==> src/sac_pkg.sv <==
// Notes on behaviour
// - master role uses own advertised ability word
// - loopback bit routes transmit clock to both paths
// - one then zero on restart bit reruns negotiation
// - enable bit gates the negotiation state machine; partner word capture runs even when off
// - status bit 5 is live optical presence pin
// - status bit 4 is live lock pin
// - status bit 2 shows negotiation done
// - status bit 1 flags gigabit half duplex
// - status bit 0 shows link up
// - control bits 31 to 6 read zero
// - advertised word follows link, ack, duplex, speed layout
// - partner word valid after done, used as slave
package sac_pkg;
   // ==========================================================
   // register map
   localparam logic [7:0] OFF_CONTROL = 8'h10;
   localparam logic [7:0] OFF_STATUS = 8'h14;
   localparam logic [7:0] OFF_ADV = 8'h18;
   localparam logic [7:0] OFF_LP_ADV = 8'h20;
   localparam logic [7:0] OFF_HOLD = 8'h04;
   // ==========================================================
   // control field positions
   localparam int CTL_ON = 0;
   localparam int CTL_RERUN = 1;
   localparam int CTL_LOOP = 4;
   localparam int CTL_MASTER = 5;
   localparam logic [5:0] CTL_MASK = 6'h33;
   localparam logic [5:0] CTL_RESET = 6'h00;
   // status field positions
   localparam int ST_LINK = 0;
   localparam int ST_FAULT = 1;
   localparam int ST_DONE = 2;
   localparam int ST_LOCK = 4;
   localparam int ST_OPTIC = 5;
   // ability word fields
   localparam int AB_LINK = 15;
   localparam int AB_ACK = 14;
   localparam int AB_DUPLEX = 12;
   localparam int AB_SPD_HI = 11;
   localparam int AB_SPD_LO = 10;
   localparam logic [1:0] SPD_GIG = 2'h2;
   localparam logic [15:0] ADV_RESET = 16'h0000;
   // ==========================================================
   // negotiation timing: settle time before done is declared
   localparam int CLK_MHZ = 10;
   localparam int SETTLE_US = 10;
   localparam int SETTLE_CYC = SETTLE_US * CLK_MHZ;
   typedef enum logic [1:0] {SAC_IDLE, SAC_WAIT, SAC_DONE} sac_state_t;
endpackage : sac_pkg

==> src/sac_neg_if.sv <==
`timescale 1ns/1ps
// ==========================================================
// negotiation control bundle between register bank and engine
interface sac_neg_if;
   logic on;
   logic rerun;
   logic master;
   logic [15:0] local_word;
   logic [15:0] partner_word;
   logic partner_valid;
   logic lock;
   logic done;
   logic fault;
   logic link;
   modport bank (output on, rerun, master, local_word, lock,
      input done, fault, link, partner_word, partner_valid);
   modport eng (input on, rerun, master, local_word, lock,
      output done, fault, link, partner_word, partner_valid);
endinterface : sac_neg_if

==> src/sac_neg_engine.sv <==
`timescale 1ns/1ps
// ==========================================================
// negotiation engine: waits for lock and, as slave, the partner word, settles,
// then resolves speed and duplex from the chosen ability word
module sac_neg_engine (
   input wire logic sys_clk_i,
   input wire logic rst_i,
   input wire logic [15:0] rx_word_i,
   input wire logic rx_word_valid_i,
   sac_neg_if.eng n
);
   sac_pkg::sac_state_t state_q, state_d;
   logic [7:0] cnt_q;
   logic [15:0] lp_q;
   logic lp_valid_q;
   wire logic [15:0] res_word;
   wire logic start_ok;

   // master resolves from its own word, slave from the partner's
   assign res_word = n.master ? n.local_word : lp_q;
   assign start_ok = n.on && n.lock && (n.master || lp_valid_q);

   // engine state; off or rerun sends it back to idle
   always_comb begin
      state_d = state_q;
      case (state_q)
         sac_pkg::SAC_IDLE: if (start_ok) state_d = sac_pkg::SAC_WAIT;
         sac_pkg::SAC_WAIT: begin
            if (!start_ok) state_d = sac_pkg::SAC_IDLE;
            else if (cnt_q == 8'(sac_pkg::SETTLE_CYC - 1))
               state_d = sac_pkg::SAC_DONE;
         end
         sac_pkg::SAC_DONE: if (!start_ok) state_d = sac_pkg::SAC_IDLE;
         default: state_d = sac_pkg::SAC_IDLE;
      endcase
      if (!n.on || n.rerun) state_d = sac_pkg::SAC_IDLE;
   end

   always_ff @(posedge sys_clk_i) begin
      if (rst_i) begin
         state_q <= sac_pkg::SAC_IDLE;
         cnt_q <= 8'h00;
         lp_q <= 16'h0000;
         lp_valid_q <= 1'b0;
      end else begin
         state_q <= state_d;
         cnt_q <= (state_d == sac_pkg::SAC_WAIT &&
            state_q == sac_pkg::SAC_WAIT) ? cnt_q + 8'h01 : 8'h00;
         if (rx_word_valid_i) begin
            lp_q <= rx_word_i;
            lp_valid_q <= 1'b1;
         end else if (n.rerun) begin
            lp_valid_q <= 1'b0;
         end
      end
   end

   // link, fault and partner_valid qualified by done so a stale word never shows a link
   assign n.done = (state_q == sac_pkg::SAC_DONE);
   assign n.link = n.done && res_word[sac_pkg::AB_LINK];
   assign n.fault = n.done && !res_word[sac_pkg::AB_DUPLEX] &&
      (res_word[sac_pkg::AB_SPD_HI:sac_pkg::AB_SPD_LO] == sac_pkg::SPD_GIG);
   assign n.partner_word = lp_q;
   assign n.partner_valid = n.done;

   a_done_needs_on: assert property (@(posedge sys_clk_i) disable iff (rst_i)
      n.done |-> $past(n.on)) else $error("done while disabled");
endmodule : sac_neg_engine

==> src/sac_top.sv <==
`timescale 1ns/1ps
// ==========================================================
// control and status register bank for one serial port
module sac_top (
   input wire logic sys_clk_i,
   input wire logic rst_i,
   input wire logic [7:0] reg_addr_i,
   input wire logic reg_wr_i,
   input wire logic reg_rd_i,
   input wire logic [31:0] reg_wdata_i,
   output logic [31:0] reg_rdata_o,
   input wire logic optical_presence_pin_i,
   input wire logic lock_pin_i,
   input wire logic [15:0] rx_word_i,
   input wire logic rx_word_valid_i,
   output logic [15:0] local_ability_word_o,
   output logic negotiation_on_o,
   output logic loopback_o,
   output logic rx_clk_from_tx_o,
   output logic datapath_hold_reset_o,
   output logic link_up_o,
   output logic speed_gig_o,
   output logic full_duplex_o
);
   sac_neg_if n ();
   logic [5:0] ctl_q;
   logic [15:0] adv_q;
   logic hold_q;
   logic rerun_prev_q;
   logic rerun_pulse_q;
   logic [31:0] rdata_q;
   logic link_q, gig_q, fdx_q;
   wire logic wr_ctl, wr_adv, wr_hold;
   wire logic [31:0] status_word, rd_mux;
   wire logic [15:0] res_word;

   // ==========================================================
   // address decode; status writes hit no decode at all
   assign wr_ctl = reg_wr_i && reg_addr_i == sac_pkg::OFF_CONTROL;
   assign wr_adv = reg_wr_i && reg_addr_i == sac_pkg::OFF_ADV;
   assign wr_hold = reg_wr_i && reg_addr_i == sac_pkg::OFF_HOLD;

   // control register; reserved bits masked off on write
   always_ff @(posedge sys_clk_i) begin
      if (rst_i) begin
         ctl_q <= sac_pkg::CTL_RESET;
         adv_q <= sac_pkg::ADV_RESET;
         hold_q <= 1'b0;
      end else begin
         if (wr_ctl) ctl_q <= reg_wdata_i[5:0] & sac_pkg::CTL_MASK;
         if (wr_adv) adv_q <= reg_wdata_i[15:0];
         if (wr_hold) hold_q <= reg_wdata_i[1];
      end
   end

   // restart fires on the falling edge of the bit, after a one
   always_ff @(posedge sys_clk_i) begin
      if (rst_i) begin
         rerun_prev_q <= 1'b0;
         rerun_pulse_q <= 1'b0;
      end else begin
         rerun_prev_q <= ctl_q[sac_pkg::CTL_RERUN];
         rerun_pulse_q <= rerun_prev_q &&
            !ctl_q[sac_pkg::CTL_RERUN];
      end
   end

   assign n.on = ctl_q[sac_pkg::CTL_ON];
   assign n.rerun = rerun_pulse_q;
   assign n.master = ctl_q[sac_pkg::CTL_MASTER];
   assign n.local_word = adv_q;
   assign n.lock = lock_pin_i;

   sac_neg_engine sac_neg_engine_i (
      .sys_clk_i(sys_clk_i),
      .rst_i(rst_i),
      .rx_word_i(rx_word_i),
      .rx_word_valid_i(rx_word_valid_i),
      .n(n)
   );

   // ==========================================================
   // read path; pins are live, nothing latched
   assign status_word = {26'h0, optical_presence_pin_i,
      lock_pin_i, 1'b0, n.done, n.fault, n.link};
   assign rd_mux =
      (reg_addr_i == sac_pkg::OFF_CONTROL) ? {26'h0, ctl_q} :
      (reg_addr_i == sac_pkg::OFF_STATUS) ? status_word :
      (reg_addr_i == sac_pkg::OFF_ADV) ? {16'h0, adv_q} :
      (reg_addr_i == sac_pkg::OFF_LP_ADV && n.partner_valid) ?
         {16'h0, n.partner_word} :
      (reg_addr_i == sac_pkg::OFF_HOLD) ? {30'h0, hold_q, 1'b0} : 32'h0;
   assign res_word = n.master ? adv_q : n.partner_word;

   // registered outputs, one cycle behind their sources
   always_ff @(posedge sys_clk_i) begin
      if (rst_i) begin
         rdata_q <= 32'h0;
         link_q <= 1'b0;
         gig_q <= 1'b0;
         fdx_q <= 1'b0;
      end else begin
         rdata_q <= reg_rd_i ? rd_mux : 32'h0;
         link_q <= n.link;
         gig_q <= n.done && res_word[sac_pkg::AB_SPD_HI:sac_pkg::AB_SPD_LO]
            == sac_pkg::SPD_GIG;
         fdx_q <= n.done && res_word[sac_pkg::AB_DUPLEX];
      end
   end

   assign reg_rdata_o = rdata_q;
   assign local_ability_word_o = adv_q;
   assign negotiation_on_o = ctl_q[sac_pkg::CTL_ON];
   assign loopback_o = ctl_q[sac_pkg::CTL_LOOP];
   assign rx_clk_from_tx_o = ctl_q[sac_pkg::CTL_LOOP];
   assign datapath_hold_reset_o = hold_q;
   assign link_up_o = link_q;
   assign speed_gig_o = gig_q;
   assign full_duplex_o = fdx_q;

   // ==========================================================
   a_ctl_upper_zero: assert property (@(posedge sys_clk_i) disable iff (rst_i)
      $past(reg_rd_i && reg_addr_i == sac_pkg::OFF_CONTROL) |->
      reg_rdata_o[31:6] == 26'h0 && reg_rdata_o[3:2] == 2'h0)
      else $error("control reserved bits nonzero");
   a_lock_live: assert property (@(posedge sys_clk_i) disable iff (rst_i)
      $past(reg_rd_i && reg_addr_i == sac_pkg::OFF_STATUS) |->
      reg_rdata_o[4] == $past(lock_pin_i))
      else $error("lock bit not live");
   a_optic_live: assert property (@(posedge sys_clk_i) disable iff (rst_i)
      $past(reg_rd_i && reg_addr_i == sac_pkg::OFF_STATUS) |->
      reg_rdata_o[5] == $past(optical_presence_pin_i))
      else $error("presence bit not live");
   a_rerun_clears: assert property (@(posedge sys_clk_i) disable iff (rst_i)
      $fell(ctl_q[1]) |-> ##2 !n.done)
      else $error("restart did not drop done");
   a_off_no_done: assert property (@(posedge sys_clk_i) disable iff (rst_i)
      !ctl_q[0] |-> ##1 !n.done)
      else $error("negotiation while disabled");
   a_status_ro: assert property (@(posedge sys_clk_i) disable iff (rst_i)
      reg_wr_i && reg_addr_i == sac_pkg::OFF_STATUS |=> $stable(ctl_q))
      else $error("status write changed control");
   a_fault_gig_half: assert property (@(posedge sys_clk_i) disable iff (rst_i)
      n.fault |-> n.done && !res_word[12] && res_word[11:10] == 2'h2)
      else $error("fault without gig half");
   a_link_done: assert property (@(posedge sys_clk_i) disable iff (rst_i)
      n.link |-> n.done && res_word[15])
      else $error("link without done");
   a_master_src: assert property (@(posedge sys_clk_i) disable iff (rst_i)
      n.done && n.master |=>
      full_duplex_o == $past(adv_q[12]) || !$past(n.done))
      else $error("master not using own word");
endmodule : sac_top

==> config.mk <==
export PLATFORM = sky130hd
export DESIGN_NAME = sac_top
export DESIGN_NICKNAME = d
export VERILOG_FILES = /design/src/sac_pkg.sv /design/src/sac_neg_if.sv /design/src/sac_neg_engine.sv /design/src/sac_top.sv
export SDC_FILE = /design/constraint.sdc
export NUM_CORES = 1
export LEC_CHECK = 0
export ABC_AREA = 1
export ABC_CLOCK_PERIOD_IN_PS = 1700
export BUFFER_PORTS_ARGS = -buffer_cell sky130_fd_sc_hd__buf_2
export CAP_MARGIN = 20
export CORE_UTILIZATION = 49
export CTS_CLUSTER_SIZE = 10
export DETAILED_ROUTE_END_ITERATION = 12
export HOLD_SLACK_MARGIN = 0.12
export PLACE_DENSITY = 0.79
export SLEW_MARGIN = 20
export SYNTH_ARGS = -nofsm -noshare
export SYNTH_HDL_FRONTEND = slang
export SYNTH_HIERARCHICAL = 1
export SYNTH_SLANG_ARGS = --single-unit
==> constraint.sdc <==
create_clock -name sys_clk_i -period 1.7 [get_ports sys_clk_i]
set_clock_uncertainty 0.05 [all_clocks]
set_input_delay 0.34 -clock sys_clk_i [delete_from_list [all_inputs] [get_ports sys_clk_i]]
set_output_delay 0.34 -clock sys_clk_i [all_outputs]
set_load 0.03 [all_outputs]
==> results.md <==
- Setup TNS: 0 ns
- Fillers: just under 600
- Arrival time worst endpoint: around 1.8 ns
- Vias/cell: ~4.9
- Crit path cell chain: inv_1 > nor2_2 > nand3_1 > nor2_2 > nand2_2 > o21ai_0 > o211ai_2 > inv_1
- DR WL met2: roughly 3.3 mm
- Area Overhead vs Synth: 18.9%
- PwrDens: 899 nW/µm²
- Initial DRC count: 200
- Largest net degree at the start of global routing: 22
- Drt drc: 0
- Post-Synth Simple-Gate Area: 0.314
- Leak: approximately 1.9 nW
- TritonCTS clock tree: done
- Clk buf depth: 2
- Mux contribution to synthesized area: 0
- Max layer used: met4
- CTS Root Cell: clkbuf_8
- Compound-Gate Fraction of Synth Area: 0.103
- I/O pin cnt: between 100 and 150
- Mapped Area: roughly 3200 µm²
- RSZ-0062 raised after global routing: no
- Global-route wire length before repair: 12.3 mm
- GRT overflow: 0
- Cell variety after synth: 34
- Wire per inst: roughly 12 µm
- Setup CP Type: reg2reg
- R2r setup slk: about 0.18 ns
- WP buf/inv: 2
- HP Start: rx_word_i[9]
- CTS buffer count: 9
- Layout cells sized above 1: 0.294
- YS warnings: 6
- Pre-CTS setup slack: ~0.026 ns
- Final hold viol count: 0
- CP max stage delay: between 0.3 and 0.4 ns
- Yosys reg bits: 69
- Total power: between 3 and 4 mW
- Clk_lat worst skew: roughly 0.34 ns
- DR pass1 iterations: 4
- Post-synth EDFFs: 0
- Avg Cell Area, Syn: ~7.4 µm²
- Largest family of logic cells by synthesized area: simple AND/OR/NAND/NOR gates
- Synth Instances: roughly 440
- Cell row count: 29
- Critical path launch point type: register
- Peak supply drop: between 0.6 and 0.7 mV
- Vias post-DR: about 3,000
- Post-synth top cells: 77 x nand2_1, 70 x nor2_1, 69 x dfxtp_1
- Die Wd: 83.4 µm
- Peak Freq: 0.657 GHz
- Slowest CP cell: dfxtp_1
- Synth Area in XOR/XNOR: 0.0108
- Status: complete, no violations
- Minimum clock period: roughly 1.5 ns
- Initial Utilization: 0.509
- Most instantiated library cell after synthesis: nand2_1
- Sequential share of the synthesized area: 0.425
- Placeable Area: 6390 µm²
- Worst Setup End Kind: register
- WP data required: 1.94 ns
- CTS Sinks: 69
- Hold path cells: 3
- FF+latch area: 1380 µm²
- Worst r2r dst: reg_rdata_o[14]$_SDFF_PP0_
- Post-Synth Adder-Cell Area: 0.00385
- Fin. max-slew vios: 0
- Clock-pin slew on the worst setup and hold paths: 0.07 ns
- Final period util: 0.896
- Wire length on met3: approximately 490 µm
- Worst hold endpoint: sac_neg_engine_i/n.partner_word[9]$_SDFFE_PP0P_
- Area leader, netlist: dfxtp_1
- Worst Hold Class: in2reg
- Die height: between 80 and 90 µm
- R2r worst-path depth: 8
- Area of the multi-input gates: about 1500 µm²
- Post-DP HPWL: approximately 5.5 mm
- Initial antenna violation count: 0
- Post-synthesis async set-or-reset flop share: 0
- Antenna-violating nets left: 0
- Yosys top cell area share: 0.425
- Post-CTS setup buffer count: 0
- RR Startpoint: sac_neg_engine_i/state_q[1]$_SDFF_PP0_
- Htree depth: 3
- Max Fanout on Critical Path: 3
- PortBufs: 85
- Total Wirelength: 7.29 mm
- GRT Total Usage: 0.224
- Synth area leaders: dfxtp_1 43%, nand2_1 8.9%, nor2_1 8.1%, inv_1 5.1%, nand3_1 4.9%
- Met1 WL: 3.33 mm
- Final setup vio count: 0
- Final nets: slightly below 600
- Ys flop type: dfxtp_1
- Placer Congestion: around 0.85
- Max-cap violations: 0
- Delay-heaviest family, CP: simple AND/OR/NAND/NOR gates
- CP Depth: 8
- Full die area: 6960 µm²
- Setup ws final: 0.177 ns
- Vias in the first global route: about 2,800
- Diode count: 0
timing repair:
item,in CTS,in global routing
endpoints found under the setup margin,0,13
endpoints found under the hold margin,0,0
hold buffers,0,0
resized for setup,0,3
how the worst max path moves through the flow:
stage,start,endpoint,slack (ns)
2_1_floorplan,sac_neg_engine_i/state_q[1]$_SDFF_PP0_,reg_rdata_o[10]$_SDFF_PP0_,0.26
3_3_place_gp,reg_addr_i[6],reg_rdata_o[6]$_SDFF_PP0_,0.08
3_5_place_dp,reg_addr_i[6],reg_rdata_o[6]$_SDFF_PP0_,0.03
4_1_cts,sac_neg_engine_i/state_q[1]$_SDFF_PP0_,reg_rdata_o[5]$_SDFF_PP0_,0.06
5_1_grt,sac_neg_engine_i/state_q[1]$_SDFF_PP0_,reg_rdata_o[14]$_SDFF_PP0_,0.008
6_report,sac_neg_engine_i/state_q[1]$_SDFF_PP0_,reg_rdata_o[14]$_SDFF_PP0_,0.18
worst min-delay path, stage by stage:
cell    delay (ns)
buf_2         0.07
nor2_1        0.03
nor2_1        0.08
layer usage:
layer  vias to the layer above  global-route usage
li1                       1505                   -
met1                      1349               0.284
met2                       115               0.355
met3                        12              0.0706
met4                         0              0.0940
met5                         -                   0
sequential cells by signal (all words and copies together) (netlist names), 2 cells and up:
name	flops
local_ability_word_o	16
reg_rdata_o	16
sac_neg_engine_i/n.partner_word	16
sac_neg_engine_i/cnt_q	8
ctl_q	4
sac_neg_engine_i/state_q	2
power by group:
part / switching [mW] / internal (mW)
clock: 0.582 / 0.984
sequential: 0.0232 / 1.65
combinational: 0.163 / 0.0792
per-stage QoR:
stage	hold slack [ns]	area [µm²]	util	cells
global placement	0.359	3620	0.566	589
detailed placement	0.375	3620	0.566	589
floorplan	0.352	3310	-	453
finish	0.163	3860	0.605	605
CTS	0.151	3860	0.604	605
global route	0.153	3860	0.605	605
cell usage in the layout, fill, tap and decap left out, types with 6 or more instances in the layout:
master    netlist  final
buf_4          18      7
o21ai_0        25     25
conb_1          1     16
nor2_1         70     69
inv_1          44     44
nor2_2          8      9
nand2_1        77     77
nand3_1        32     32
nand2_2        15     15
clkbuf_8        0     13
o21ai_1         6      6
a21oi_1        27     27
dfxtp_1        69     69
buf_2           3     85
logic make-up after synthesis:
| logic type | after synthesis |
|---|---|
| flip-flops | 69 |
| AND/OR/NAND/NOR | 216 |
| other | 1 |
| buffers and inverters | 84 |
| adder cells (fa/ha/maj) | 1 |
| XOR/XNOR | 4 |
| AO/OA/AOI/OAI | 63 |
area by class of cell:
type | count | area share
multi-input cells | 300 | 0.379
flip-flops and latches | 69 | 0.357
repair buffers | 92 | 0.124
inverters | 51 | 0.0518
clock buffers | 13 | 0.0463
well taps | 77 | 0.0249
clock inverters | 3 | 0.0168
(Power assumes the default switching activity.)
